[config.mk]
export PLATFORM = sky130hd
export DESIGN_NAME = usc_uart
export DESIGN_NICKNAME = d
export VERILOG_FILES = /design/src/hdl/usc_pkg.sv /design/src/hdl/usc_uart.sv
export SDC_FILE = /design/constraint.sdc
export NUM_CORES = 1
export LEC_CHECK = 0
export BUFFER_PORTS_ARGS = -buffer_cell sky130_fd_sc_hd__buf_2
export CORE_ASPECT_RATIO = 0.75
export CORE_MARGIN = 2
export CORE_UTILIZATION = 45
export CTS_CLUSTER_SIZE = 20
export DETAILED_ROUTE_END_ITERATION = 8
export MAX_ROUTING_LAYER = met4
export SLEW_MARGIN = 20
export SYNTH_ARGS = -nofsm -noshare
export SYNTH_HDL_FRONTEND = slang
export SYNTH_SLANG_ARGS = --single-unit
[constraint.sdc]
create_clock -name clk -period 5.7 [get_ports clk]
set_input_delay 1.14 -clock clk [delete_from_list [all_inputs] [get_ports clk]]
set_output_delay 1.14 -clock clk [all_outputs]
set_load 0.01 [all_outputs]
[src/hdl/usc_pkg.sv]
// package: register map, field positions, reset values and bus carrier for the serial channel
package usc_pkg;
    // register byte offsets
    localparam logic [4:0] OFS_FRAME_MODE = 5'h00;
    localparam logic [4:0] OFS_CONTROL_ZERO = 5'h04;
    localparam logic [4:0] OFS_CONTROL_ONE = 5'h08;
    localparam logic [4:0] OFS_PIN_CONTROL = 5'h0C;
    localparam logic [4:0] OFS_TX_BUFFER = 5'h10;
    localparam logic [4:0] OFS_RX_BUFFER = 5'h14;
    localparam logic [4:0] OFS_BIT_RATE = 5'h18;
    // frame mode fields
    localparam int FM_LEN_LSB = 0;
    localparam int FM_EXT_CLK = 3;
    localparam int FM_TWO_STOP = 4;
    localparam int FM_EVEN_PAR = 5;
    localparam int FM_PAR_EN = 6;
    localparam int FM_SLEEP = 7;
    localparam logic [2:0] LEN_SEVEN = 3'h4;
    localparam logic [2:0] LEN_EIGHT = 3'h5;
    localparam logic [2:0] LEN_NINE = 3'h6;
    // control zero fields
    localparam int C0_CLK_SEL_LSB = 0;
    localparam int C0_RTS_SEL = 2;
    localparam int C0_TX_EMPTY = 3;
    localparam int C0_FLOW_OFF = 4;
    localparam int C0_RX_IRQ_ERR = 5;
    // control one fields
    localparam int C1_TX_EN = 0;
    localparam int C1_TX_BUF_EMPTY = 1;
    localparam int C1_RX_EN = 2;
    localparam int C1_RX_FULL = 3;
    localparam int C1_OVERRUN = 4;
    localparam int C1_FRAMING = 5;
    localparam int C1_PARITY = 6;
    localparam int C1_SUMMARY = 7;
    // pin control: flow-control separation field
    localparam int PC_SEP_LSB = 0;
    localparam logic [1:0] PC_SEPARATE = 2'h3;
    // reset values
    localparam logic [7:0] RST_FRAME_MODE = 8'h00;
    localparam logic [7:0] RST_CONTROL_ZERO = 8'h00;
    localparam logic [7:0] RST_PIN_CONTROL = 8'h00;
    localparam logic [7:0] RST_BIT_RATE = 8'h00;
    // internal prescaler taps: divide by 1, 8, 32, 512
    localparam int PRESC_BITS = 9;
    localparam logic [8:0] PRESC_MASK_1 = 9'h000;
    localparam logic [8:0] PRESC_MASK_8 = 9'h007;
    localparam logic [8:0] PRESC_MASK_32 = 9'h01F;
    localparam logic [8:0] PRESC_MASK_512 = 9'h1FF;
    // oversampling: sixteen ticks per bit, sample in the middle
    localparam logic [3:0] SUB_LAST = 4'hF;
    localparam logic [3:0] SUB_MID = 4'h7;
    localparam int FRAME_MAX = 13;

    typedef struct packed {
        logic read;
        logic write;
        logic [4:0] address;
        logic [3:0] byteenable;
        logic [31:0] writedata;
    } usc_av_req_t;

    typedef enum logic {TX_IDLE, TX_SHIFT} usc_tx_state_t;
    typedef enum logic {RX_IDLE, RX_BITS} usc_rx_state_t;
endpackage

[src/hdl/usc_uart.sv]
// asynchronous serial channel with register slave on Avalon-MM
module usc_uart (
    // clock and reset
    input wire logic clk,
    input wire logic rst_b,
    // register bus
    input wire usc_pkg::usc_av_req_t av_req,
    output logic [31:0] av_readdata,
    output logic av_waitrequest,
    // serial line
    output logic serial_out_pin,
    input wire logic serial_in_pin,
    input wire logic serial_clock_pin,
    output logic serial_clock_is_gpio,
    // flow control pins
    input wire logic clear_to_send_in,
    input wire logic clear_to_send_alt_in,
    output logic request_to_send_out,
    output logic request_to_send_oe,
    // interrupt requests
    output logic tx_irq_req,
    output logic rx_irq_req
);
    logic [7:0] uart_frame_mode;
    logic [7:0] uart_control_zero;
    logic [7:0] serial_pin_control;
    logic [7:0] bit_rate;
    logic transmit_enable_flag;
    logic tx_buffer_empty;
    logic receive_enable_flag;
    logic rx_full;
    logic overrun_error_flag;
    logic framing_error_flag;
    logic parity_error_flag;
    logic tx_register_empty_flag;
    logic [8:0] tx_buffer;
    logic [8:0] rx_buffer;

    // length decode; other codes idle the channel
    function automatic logic [3:0] data_len(input logic [2:0] m);
        if (m == usc_pkg::LEN_SEVEN) begin
            data_len = 4'h7;
        end else if (m == usc_pkg::LEN_EIGHT) begin
            data_len = 4'h8;
        end else if (m == usc_pkg::LEN_NINE) begin
            data_len = 4'h9;
        end else begin
            data_len = 4'h0;
        end
    endfunction

    function automatic logic [3:0] frame_bits(input logic [7:0] fm);
        frame_bits = 4'h2 + data_len(fm[2:0]) + {3'h0, fm[usc_pkg::FM_PAR_EN]} + {3'h0, fm[usc_pkg::FM_TWO_STOP]};
    endfunction

    function automatic logic [8:0] mask_data(input logic [8:0] d, input logic [3:0] len);
        logic [8:0] r;
        r = 9'h000;
        for (int i = 0; i < 9; i++) begin
            if (i < len) begin
                r[i] = d[i];
            end
        end
        mask_data = r;
    endfunction

    // parity sense; odd inverts the even bit
    function automatic logic par_bit(input logic [8:0] d, input logic even);
        par_bit = (^d) ^ ~even;
    endfunction

    wire logic [3:0] len = data_len(uart_frame_mode[2:0]);
    wire logic [3:0] nbits = frame_bits(uart_frame_mode);
    wire logic par_en = uart_frame_mode[usc_pkg::FM_PAR_EN];
    wire logic even_par = uart_frame_mode[usc_pkg::FM_EVEN_PAR];
    wire logic two_stop = uart_frame_mode[usc_pkg::FM_TWO_STOP];
    wire logic len_ok = (len != 4'h0);

    // bus slave: one wait cycle, then the access completes
    wire logic acc = (av_req.read | av_req.write) & ~av_waitrequest;
    wire logic wr = av_req.write & acc & av_req.byteenable[0];
    wire logic rx_rd = av_req.read & acc & (av_req.address == usc_pkg::OFS_RX_BUFFER);
    wire logic wr_c1 = wr & (av_req.address == usc_pkg::OFS_CONTROL_ONE);
    wire logic rx_disable = wr_c1 & ~av_req.writedata[usc_pkg::C1_RX_EN];
    wire logic tx_wr = wr & (av_req.address == usc_pkg::OFS_TX_BUFFER);

    always_ff @(posedge clk or negedge rst_b) begin
        if (!rst_b) begin
            av_waitrequest <= 1'b1;
        end else if ((av_req.read | av_req.write) & av_waitrequest) begin
            av_waitrequest <= 1'b0;
        end else begin
            av_waitrequest <= 1'b1;
        end
    end

    always_ff @(posedge clk or negedge rst_b) begin
        if (!rst_b) begin
            av_readdata <= 32'h0000_0000;
        end else if (av_req.address == usc_pkg::OFS_FRAME_MODE) begin
            av_readdata <= {24'h00_0000, uart_frame_mode};
        end else if (av_req.address == usc_pkg::OFS_CONTROL_ZERO) begin
            av_readdata <= {24'h00_0000, uart_control_zero[7:4], tx_register_empty_flag, uart_control_zero[2:0]};
        end else if (av_req.address == usc_pkg::OFS_CONTROL_ONE) begin
            av_readdata <= {24'h00_0000, overrun_error_flag | framing_error_flag | parity_error_flag,
                parity_error_flag, framing_error_flag, overrun_error_flag, rx_full,
                receive_enable_flag, tx_buffer_empty, transmit_enable_flag};
        end else if (av_req.address == usc_pkg::OFS_PIN_CONTROL) begin
            av_readdata <= {24'h00_0000, serial_pin_control};
        end else if (av_req.address == usc_pkg::OFS_RX_BUFFER) begin
            av_readdata <= {23'h00_0000, rx_buffer};
        end else if (av_req.address == usc_pkg::OFS_BIT_RATE) begin
            av_readdata <= {24'h00_0000, bit_rate};
        end else begin
            av_readdata <= 32'h0000_0000;
        end
    end

    always_ff @(posedge clk or negedge rst_b) begin
        if (!rst_b) begin
            uart_frame_mode <= usc_pkg::RST_FRAME_MODE;
            uart_control_zero <= usc_pkg::RST_CONTROL_ZERO;
            serial_pin_control <= usc_pkg::RST_PIN_CONTROL;
            bit_rate <= usc_pkg::RST_BIT_RATE;
            transmit_enable_flag <= 1'b0;
            receive_enable_flag <= 1'b0;
        end else if (wr) begin
            if (av_req.address == usc_pkg::OFS_FRAME_MODE) begin
                uart_frame_mode <= av_req.writedata[7:0];
            end else if (av_req.address == usc_pkg::OFS_CONTROL_ZERO) begin
                uart_control_zero <= av_req.writedata[7:0];
            end else if (av_req.address == usc_pkg::OFS_PIN_CONTROL) begin
                serial_pin_control <= av_req.writedata[7:0];
            end else if (av_req.address == usc_pkg::OFS_BIT_RATE) begin
                bit_rate <= av_req.writedata[7:0];
            end else if (av_req.address == usc_pkg::OFS_CONTROL_ONE) begin
                transmit_enable_flag <= av_req.writedata[usc_pkg::C1_TX_EN];
                receive_enable_flag <= av_req.writedata[usc_pkg::C1_RX_EN];
            end
        end
    end

    wire logic flow_on = ~uart_control_zero[usc_pkg::C0_FLOW_OFF];
    wire logic separated = serial_pin_control[1:0] == usc_pkg::PC_SEPARATE;
    wire logic rts_on = flow_on & (separated | uart_control_zero[usc_pkg::C0_RTS_SEL]);
    wire logic cts_on = flow_on & (separated | ~uart_control_zero[usc_pkg::C0_RTS_SEL]);
    wire logic cts_level = separated ? clear_to_send_alt_in : clear_to_send_in;
    wire logic cts_low = ~cts_on | ~cts_level;

    logic [8:0] presc;
    logic ext_clk_q;
    logic src_tick;
    logic [8:0] tap;
    always_comb begin
        case (uart_control_zero[1:0])
            2'h0: tap = usc_pkg::PRESC_MASK_1;
            2'h1: tap = usc_pkg::PRESC_MASK_8;
            2'h2: tap = usc_pkg::PRESC_MASK_32;
            default: tap = usc_pkg::PRESC_MASK_512;
        endcase
        if (uart_frame_mode[usc_pkg::FM_EXT_CLK]) begin
            src_tick = serial_clock_pin & ~ext_clk_q;
        end else begin
            src_tick = (presc & tap) == 9'h000;
        end
    end

    always_ff @(posedge clk or negedge rst_b) begin
        if (!rst_b) begin
            presc <= 9'h000;
            ext_clk_q <= 1'b0;
            serial_clock_is_gpio <= 1'b1;
        end else begin
            presc <= presc + 9'h001;
            ext_clk_q <= serial_clock_pin;
            serial_clock_is_gpio <= ~uart_frame_mode[usc_pkg::FM_EXT_CLK] & ~separated;
        end
    end

    // divide by n plus one gives the sixteen-times bit tick
    logic [7:0] brg;
    logic tick16;
    always_ff @(posedge clk or negedge rst_b) begin
        if (!rst_b) begin
            brg <= 8'h00;
            tick16 <= 1'b0;
        end else begin
            tick16 <= src_tick & (brg == 8'h00);
            if (src_tick) begin
                brg <= (brg == 8'h00) ? bit_rate : brg - 8'h01;
            end
        end
    end

    // transmitter
    usc_pkg::usc_tx_state_t tx_state;
    logic [12:0] tx_shift;
    logic [3:0] tx_left;
    logic [3:0] tx_sub;
    logic tend_q;
    logic tx_empty_q;
    wire logic tend = (tx_state == usc_pkg::TX_IDLE);
    // start conditions sampled only while transmit end is high
    wire logic tx_start = tend & transmit_enable_flag & ~tx_buffer_empty & cts_low & len_ok;
    wire logic [8:0] tx_data = mask_data(tx_buffer, len);

    always_ff @(posedge clk or negedge rst_b) begin
        if (!rst_b) begin
            tx_state <= usc_pkg::TX_IDLE;
            tx_shift <= 13'h1FFF;
            tx_left <= 4'h0;
            tx_sub <= 4'h0;
        end else if (tx_start) begin
            // start, data LSB first, optional parity, stops
            tx_state <= usc_pkg::TX_SHIFT;
            tx_shift <= ((13'h1FFF << (len + 4'h1)) | {3'h0, tx_data, 1'b0})
                & ~({12'h000, par_en & ~par_bit(tx_data, even_par)} << (len + 4'h1));
            tx_left <= nbits;
            tx_sub <= 4'h0;
        end else if (tx_state == usc_pkg::TX_SHIFT && tick16) begin
            // frame runs to its end regardless of enable or clear-to-send
            tx_sub <= tx_sub + 4'h1;
            if (tx_sub == usc_pkg::SUB_LAST) begin
                tx_shift <= {1'b1, tx_shift[12:1]};
                tx_left <= tx_left - 4'h1;
                if (tx_left == 4'h1) begin
                    tx_state <= usc_pkg::TX_IDLE;
                end
            end
        end
    end

    always_ff @(posedge clk or negedge rst_b) begin
        if (!rst_b) begin
            tx_buffer <= 9'h000;
            tx_buffer_empty <= 1'b1;
            tx_irq_req <= 1'b0;
        end else begin
            if (tx_wr) begin
                tx_buffer <= {av_req.byteenable[1] & av_req.writedata[8], av_req.writedata[7:0]};
                tx_buffer_empty <= 1'b0;
            end else if (tx_start) begin
                tx_buffer_empty <= 1'b1;
            end
            tx_irq_req <= tx_start & ~tx_wr;
        end
    end

    // tx empty flag one cycle after transmit end rises
    always_ff @(posedge clk or negedge rst_b) begin
        if (!rst_b) begin
            tend_q <= 1'b1;
            tx_empty_q <= 1'b1;
            serial_out_pin <= 1'b1;
        end else begin
            tend_q <= tend;
            if (tx_start) begin
                tx_empty_q <= 1'b0;
            end else if (tend && !tend_q) begin
                tx_empty_q <= 1'b1;
            end
            serial_out_pin <= (tx_state == usc_pkg::TX_SHIFT) ? tx_shift[0] : 1'b1;
        end
    end
    assign tx_register_empty_flag = tx_empty_q;

    // receiver
    usc_pkg::usc_rx_state_t rx_state;
    logic rxd_q;
    logic [12:0] rx_shift;
    logic [3:0] rx_idx;
    logic [3:0] rx_sub;
    logic rx_done;
    // start bit seen as a falling edge
    wire logic rx_begin = (rx_state == usc_pkg::RX_IDLE) & receive_enable_flag & len_ok & rxd_q & ~serial_in_pin;
    wire logic [8:0] rx_data = mask_data(rx_shift[9:1] >> 0, len) | 9'h000;
    wire logic rx_par = rx_shift[len + 4'h1];
    wire logic [3:0] stop_pos = len + 4'h1 + {3'h0, par_en};
    wire logic fer_now = ~rx_shift[stop_pos] | (two_stop & ~rx_shift[stop_pos + 4'h1]);
    wire logic per_now = par_en & (rx_par != par_bit(rx_data, even_par));
    // sleep filter on top data bit
    wire logic rx_keep = ~uart_frame_mode[usc_pkg::FM_SLEEP] | rx_data[len - 4'h1];
    wire logic rx_commit = rx_done & rx_keep;

    always_ff @(posedge clk or negedge rst_b) begin
        if (!rst_b) begin
            rx_state <= usc_pkg::RX_IDLE;
            rxd_q <= 1'b1;
            rx_shift <= 13'h1FFF;
            rx_idx <= 4'h0;
            rx_sub <= 4'h0;
            rx_done <= 1'b0;
        end else begin
            rxd_q <= serial_in_pin;
            rx_done <= 1'b0;
            if (rx_begin) begin
                rx_state <= usc_pkg::RX_BITS;
                rx_idx <= 4'h0;
                rx_sub <= 4'h0;
            end else if (rx_state == usc_pkg::RX_BITS && (rx_disable || !receive_enable_flag)) begin
                rx_state <= usc_pkg::RX_IDLE;
            end else if (rx_state == usc_pkg::RX_BITS && tick16) begin
                rx_sub <= rx_sub + 4'h1;
                if (rx_sub == usc_pkg::SUB_MID) begin
                    rx_shift[rx_idx] <= rxd_q;
                    rx_idx <= rx_idx + 4'h1;
                    if (rx_idx == 4'h0 && rxd_q) begin
                        // glitch, not a start bit
                        rx_state <= usc_pkg::RX_IDLE;
                    end else if (rx_idx == nbits - 4'h1) begin
                        rx_state <= usc_pkg::RX_IDLE;
                        rx_done <= 1'b1;
                    end
                end
            end
        end
    end

    // buffer and flags; a new frame wins over a clearing read
    always_ff @(posedge clk or negedge rst_b) begin
        if (!rst_b) begin
            rx_buffer <= 9'h000;
            rx_full <= 1'b0;
            overrun_error_flag <= 1'b0;
            framing_error_flag <= 1'b0;
            parity_error_flag <= 1'b0;
        end else if (rx_disable) begin
            rx_full <= 1'b0;
            overrun_error_flag <= 1'b0;
            framing_error_flag <= 1'b0;
            parity_error_flag <= 1'b0;
        end else if (rx_commit) begin
            rx_buffer <= rx_data;
            rx_full <= 1'b1;
            overrun_error_flag <= overrun_error_flag | rx_full;
            framing_error_flag <= fer_now;
            parity_error_flag <= per_now;
        end else if (rx_rd) begin
            rx_full <= 1'b0;
            framing_error_flag <= 1'b0;
            parity_error_flag <= 1'b0;
        end
    end

    always_ff @(posedge clk or negedge rst_b) begin
        if (!rst_b) begin
            rx_irq_req <= 1'b0;
        end else begin
            rx_irq_req <= rx_commit & ~rx_disable
                & (~uart_control_zero[usc_pkg::C0_RX_IRQ_ERR] | rx_full | fer_now | per_now);
        end
    end

    // request-to-send handshake; a dropped or aborted frame releases it
    logic rts_busy;
    always_ff @(posedge clk or negedge rst_b) begin
        if (!rst_b) begin
            rts_busy <= 1'b0;
            request_to_send_out <= 1'b1;
            request_to_send_oe <= 1'b0;
        end else begin
            if (!receive_enable_flag || rx_disable) begin
                rts_busy <= 1'b0;
            end else if (rx_begin) begin
                rts_busy <= 1'b1;
            end else if (rx_rd && !rx_commit) begin
                rts_busy <= 1'b0;
            end else if (rx_state == usc_pkg::RX_IDLE && !rx_done && !rx_full) begin
                rts_busy <= 1'b0;
            end
            request_to_send_out <= ~receive_enable_flag | rx_begin | rts_busy;
            request_to_send_oe <= rts_on;
        end
    end

    AST_TX_WRITE_CLEARS: assert property (@(posedge clk) disable iff (!rst_b)
        tx_wr |=> !tx_buffer_empty) else $error("buffer empty flag not cleared by write");
    AST_TX_START_COND: assert property (@(posedge clk) disable iff (!rst_b)
        $rose(tx_state == usc_pkg::TX_SHIFT) |-> $past(transmit_enable_flag && !tx_buffer_empty && cts_low))
        else $error("frame started without its conditions");
    AST_TX_EMPTY_LAG: assert property (@(posedge clk) disable iff (!rst_b)
        $rose(tend) && !tx_start |=> tx_register_empty_flag) else $error("tx empty flag late");
    AST_TX_IRQ: assert property (@(posedge clk) disable iff (!rst_b)
        $rose(tx_buffer_empty) |-> tx_irq_req) else $error("no transmit request on buffer empty");
    AST_RTS_DISABLED: assert property (@(posedge clk) disable iff (!rst_b)
        !receive_enable_flag ##1 !receive_enable_flag |-> request_to_send_out) else $error("request low while disabled");
    AST_OVERRUN: assert property (@(posedge clk) disable iff (!rst_b)
        rx_commit && rx_full && !rx_disable |=> overrun_error_flag) else $error("overrun missed");
    AST_READ_CLEARS: assert property (@(posedge clk) disable iff (!rst_b)
        rx_rd && !rx_commit |=> !rx_full && !framing_error_flag) else $error("read did not clear flags");
    AST_SLEEP_DROP: assert property (@(posedge clk) disable iff (!rst_b)
        rx_done && !rx_keep && !rx_rd && !rx_disable |=> $stable(rx_full) && $stable(rx_buffer) && !rx_irq_req)
        else $error("sleep frame was buffered");
endmodule

* Word level (Yosys, flattened, before mapping)
Index checks and enable logic that the tools add are counted.
** Word-level totals
- Register bits after elaboration :: 164
- Input bits :: 49
** Operators by class
- $add $sub $neg :: 14
- $lt $le $gt $ge :: 15
- Eq/ne operators :: 18
- Shifts and indexed selects :: 2
- Multiplexer cells :: 92
- Bitwise gates (word level) :: 78
- Reductions and logical operators :: 48
** Operators with widths (number)
- $mux 32 :: 2
- $mux 1 :: 60
- $mux 4 :: 15
- $mux 13 :: 3
- $and 1x1->1 :: 30
- $not 1->1 :: 28
- $mux 9 :: 3
- $pmux 9 s3 :: 1
- $lt 4x5->1 const B :: 5
- $add 4x1->4 const B :: 5
- $reduce_xor 9->1 :: 2
- $bmux 1 s4 :: 4
- $lt 3x4->1 const A :: 4
- $mux 8 :: 2
- $reduce_bool 2->1 :: 8
- $eq 5x5->1 const B :: 3
- $or 1x1->1 :: 14
- $and 13x13->13 :: 1
- $bwmux 13 :: 1
- $not 13->13 :: 1
- $or 13x10->13 :: 1
- $shl 1x4->13 :: 1
- $shl 13x4->13 const A :: 1
- $add 4x1->4 :: 3
- other kinds (37) :: 69

* Depth between registers and ports, before layout
- Depth after elaboration :: 15
- Gate-level depth with buffers :: 12
- Mapped depth without buffers :: 11

* Worst setup path after synthesis
OpenSTA, ideal clock, no wires.
- Path kind :: register to register
- Start point :: register uart_frame_mode[0]
- End point :: register framing_error_flag
- Setup time :: 0.071 ns
- Arrival time :: 2.764 ns
- Path slack :: 2.864 ns
- Stages on the path, launching flop included :: 13
- Path buffers :: 1
- Clock period less this slack :: 2.836 ns
- Cells stage by stage :: dfrtp_1 > clkbuf_8 > nand2b_1 > ha_1 > ha_1 > ha_1 > xor2_1 > mux2_2 > a21oi_1 > o211a_1 > nor2_1 > mux2_2 > nor2_1
** On the way
- Word-level cells in the longest chain between the ends :: 14
- Elaborated cells between the ends (all ways) :: 43
- Classes of those cells :: add/sub (4); order compare (9); eq/ne (3); mux (20); bitwise (6); reduce/logical (1)
** Ends and longest elaborated chain
- start: declaration :: line usc_uart.sv:24 : logic [7:0] uart_frame_mode;
- start signal: assignment :: line usc_uart.sv:121 : uart_frame_mode <= usc_pkg::RST_FRAME_MODE;
- start signal: assignment :: line usc_uart.sv:129 : uart_frame_mode <= av_req.writedata[7:0];
- $eq 3x3->1 :: line usc_uart.sv:45 : end else if (m == usc_pkg::LEN_NINE) begin
- $mux 4 :: line usc_uart.sv:45
- $mux 4 :: line usc_uart.sv:43 : end else if (m == usc_pkg::LEN_EIGHT) begin
- $mux 4 (*) :: line usc_uart.sv:41 : if (m == usc_pkg::LEN_SEVEN) begin
- $add 4x1->4 (2 in series) :: line usc_uart.sv:278 : wire logic [3:0] stop_pos = len + 4'h1 + {3'h0, par_en};
- $add 4x1->4 :: line usc_uart.sv:279 : wire logic fer_now = ~rx_shift[stop_pos] | (two_stop & ~rx_shift[stop_pos + 4'h1]);
- $bmux 1 s4 :: line usc_uart.sv:279
- $mux 1 (not written as such) :: line usc_uart.sv:279
- $not 1->1 :: line usc_uart.sv:279
- $and 1x1->1 :: line usc_uart.sv:279
- $or 1x1->1 :: line usc_uart.sv:279
- $mux 1 :: line usc_uart.sv:332 : end else if (rx_commit) begin
- $mux 1 :: line usc_uart.sv:327 : end else if (rx_disable) begin
- end signal: assignment :: line usc_uart.sv:336 : framing_error_flag <= fer_now;
- end: declaration :: line usc_uart.sv:33 : logic framing_error_flag;
Every way passes the cells marked *; elsewhere a longest branch is shown, timed or not. The select of a mux whose other input is x is not followed.
A chain may end at the register's enable or synchronous reset.

* Final worst setup path
Ends and elaborated chain as after synthesis.

==> results.sh <==
export IMPL_num_vias=5063
export IMPL_hp_class="register to register"
export IMPL_r2r_start="uart_frame_mode[0]$_DFFE_PN0P_"
export IMPL_ir_worst_vdd_uv=175
export IMPL_drt_total_wl_mm=16.6
export IMPL_finalHoldViolations=0
export IMPL_crit_chain="nand2b_1 -> ha_1 -> ha_1 -> xor2_1 -> mux2_2 -> a21oi_1 -> o211a_1 -> nor2_1 -> mux2_2 -> nor2_1"
export IMPL_syn_area_mm2=0.00735
export IMPL_boundaryPins=88
export IMPL_fin_ws_ns=2.37
export IMPL_drive_gt1_share_pct=25.5
export IMPL_overflow=0
export IMPL_synth_seq_cells=140
export IMPL_cap_violations=0
export IMPL_ys_warn_count=0
export IMPL_viasPerCell=5.45
export IMPL_die_y_um=115
export IMPL_ys_flop_type="dfrtp_1"
export IMPL_r2r_setup_slack_ns=2.37
export IMPL_gp_congestion=0.893
export IMPL_power_leakage_nw=3.69
export IMPL_min_to="av_waitrequest$_DFF_PN1_"
export IMPL_slew_viol_final=0
export IMPL_ctsResizeCount=0
export IMPL_detail_route_wl_per_cell_um=17.8
export IMPL_grt_pass1_wl_mm=26.8
export IMPL_status="finished, final reports clean"
export IMPL_fin_crit_ns=3.33
export IMPL_dp_cells=897
export IMPL_cts_max_level=4
export IMPL_path_max_fanout=13
export IMPL_rows=40
export IMPL_start_util_pct=45.9
export IMPL_rsz0062_at_grt="no"
export IMPL_slowest_delay_ns=0.65
export IMPL_r2r_cells=10
export IMPL_synth_edf_count=0
export IMPL_first_pass_iters=5
export IMPL_r2r_end="framing_error_flag$_DFFE_PN0P_"
export IMPL_dieArea_mm2=0.0174
export IMPL_slew_headroom_pct=41.3
export IMPL_final_nets=774
export IMPL_arrival_ns=3.69
export IMPL_finalSetupViolCount=0
export IMPL_drc=0
export IMPL_cp_slowest_cell="ha_1"
export IMPL_syn_avg_cell_area_um2=10.9
export IMPL_worst_pin_slew_ns=0.880
export IMPL_n_antenna_cell=0
export IMPL_die_x_um=152
export IMPL_netlist_instances=672
export IMPL_max_freq_mhz=300
export IMPL_drtIter0Drc=399
export IMPL_nFillCells=1459
export IMPL_ys_seq_area_share_pct=48.3
export IMPL_insertion_delay_ns=0.42
export IMPL_regArea_mm2=0.00355
export IMPL_clockBufferDepth=2
export IMPL_pwr_density_cell_mw_per_mm2=311
export IMPL_cpLargestDelayFamily="adder cells"
export IMPL_fin_crit_sh_pct=58.5
export IMPL_critPathKind="register to register"
export IMPL_cp_start_kind="register"
export IMPL_crit_required_ns=6.06
export IMPL_ctsHoldBuffers=0
export IMPL_grt_max_degree=92
export IMPL_async_flop_share_pct=100
export IMPL_tritoncts="built"
export IMPL_finalClockSkew_ns=0.00907
export IMPL_ys_types=70
export IMPL_drtAntennaViolNets=0
export IMPL_numCtsBuffers=17
export IMPL_multiInputGateArea_mm2=0.00348
export IMPL_critPathBufInv=0
export IMPL_area_growth_pct=11.3
export IMPL_cts_setup_buffers=0
export IMPL_cts_sinks=140
export IMPL_core_area_mm2=0.0160
export IMPL_finalSetupTns_ns=0
export IMPL_pre_cts_slack_ns=2.06
export IMPL_final_cells=929
export IMPL_hpwl_mm=11.8
export IMPL_grtUsageTotal_pct=21.0
export IMPL_hp_start="av_waitrequest$_DFF_PN1_"
export IMPL_crit_path_end_kind="register"
export IMPL_grt_pass1_vias=5076
export IMPL_root_buffer="clkbuf_16"
export IMPL_port_buffers=39
export IMPL_whs_path_depth=1
export IMPL_antenna_found_initial=0
export IMPL_clk_pin_slew_worst_paths_ns=0.06
==> routing by layer <==
metal / global-route usage (%) / routed length, um / vias up
met5: - / 0 / -
met4: 5.86 / 215 / 0
met3: 5.94 / 1040 / 21
met2: 27.9 / 7090 / 137
met1: 31.0 / 8230 / 2530
li1: - / - / 2375
==> stage by stage <==
stage	util (%)	instance area [um^2]	hold WS [ns]	total power (W)
floorplan	-	7430	0.430	0.00134
global placement	47.4	7590	0.464	0.00142
detailed placement	47.4	7590	0.466	0.00144
CTS	51.0	8180	0.484	0.00256
global route	51.0	8180	0.508	0.00265
finish	51.0	8180	0.478	0.00254
==> report_power, final <==
group / leakage [nW] / total [W] / internal (W) / switching [W]
registers: 1.74 / 0.00113 / 0.00106 / 0.0000695
logic: 1.67 / 0.000292 / 0.000126 / 0.000166
clock network: 0.276 / 0.00112 / 0.000686 / 0.000434
total: 3.69 / 0.00254 / 0.00187 / 0.000670
==> synth_stat cells, drive strengths merged, types with 4 or more instances <==
master / n / area share [%]
a21boi: 4 / 0.46
a21oi: 21 / 1.4
a22oi: 6 / 0.61
and2: 4 / 0.34
buf: 32 / 3.2
clkbuf: 17 / 1.3
dfrtp: 106 / 36
dfstp: 34 / 12
ha: 18 / 3.1
inv: 20 / 1.0
mux2: 56 / 8.6
mux2i: 20 / 2.7
mux4: 9 / 2.8
nand2: 83 / 4.3
nand2b: 10 / 0.89
nand3: 15 / 1.0
nand3b: 5 / 0.51
nand4: 5 / 0.43
nor2: 46 / 2.3
nor2b: 6 / 0.51
nor3: 11 / 0.90
nor3b: 6 / 0.75
o21ai: 42 / 2.9
o22ai: 7 / 0.78
xnor2: 25 / 3.0
xor2: 18 / 2.1
==> kinds of logic (layout without fill, tap and decap cells) <==
group,count (synthesis),in the layout,synth area share [%]
other cells,1,23,0.0510
mux,85,85,14.1
flops,140,140,48.3
compound gates,109,109,9.79
simple gates,206,206,13.8
fa+ha+maj,19,19,3.34
xor+xnor,43,43,5.13
buf+inv,69,94,5.48
==> cell usage in the layout (no fill, tap or decap), types with 18 or more instances in the layout <==
cell type and count:
a21oi_1 21, buf_2 38, conb_1 23, dfrtp_1 106, dfstp_2 34, ha_1 18
inv_1 20, mux2_2 55, mux2i_1 20, nand2_1 82, nor2_1 46, o21ai_0 42
xnor2_1 25, xor2_1 18
==> area by class of cell <==
type | count | area share, %
Multi-Input combinational cell | 485 | 42.6
Clock inverter | 12 | 1.82
Tap cell | 210 | 3.21
Clock buffer | 20 | 5.34
Timing Repair Buffer | 42 | 2.74
Sequential cell | 140 | 43.4
Inverter | 20 | 0.918
==> how the worst max path moves through the flow <==
stage / from / slack, ns / endpoint / cells after the start
2_1_floorplan: uart_frame_mode[0]$_DFFE_PN0P_ / 2.86 / framing_error_flag$_DFFE_PN0P_ / 12
3_3_place_gp: clear_to_send_in / 2.07 / tx_left[3]$_DFFE_PN0P_ / 9
3_5_place_dp: clear_to_send_in / 2.06 / tx_left[3]$_DFFE_PN0P_ / 9
4_1_cts: uart_frame_mode[0]$_DFFE_PN0P_ / 2.42 / framing_error_flag$_DFFE_PN0P_ / 10
5_1_grt: uart_frame_mode[0]$_DFFE_PN0P_ / 2.16 / framing_error_flag$_DFFE_PN0P_ / 10
6_report: uart_frame_mode[0]$_DFFE_PN0P_ / 2.37 / framing_error_flag$_DFFE_PN0P_ / 10
==> flip-flops by register name (all words and copies together), names as in the netlist, 9 cells and up <==
| register | count |
|---|---|
| rx_shift | 13 |
| tx_shift | 13 |
| av_readdata | 9 |
| presc | 9 |
| rx_buffer | 9 |
| tx_buffer | 9 |
Note: power is estimated with default switching activity, not from simulation.
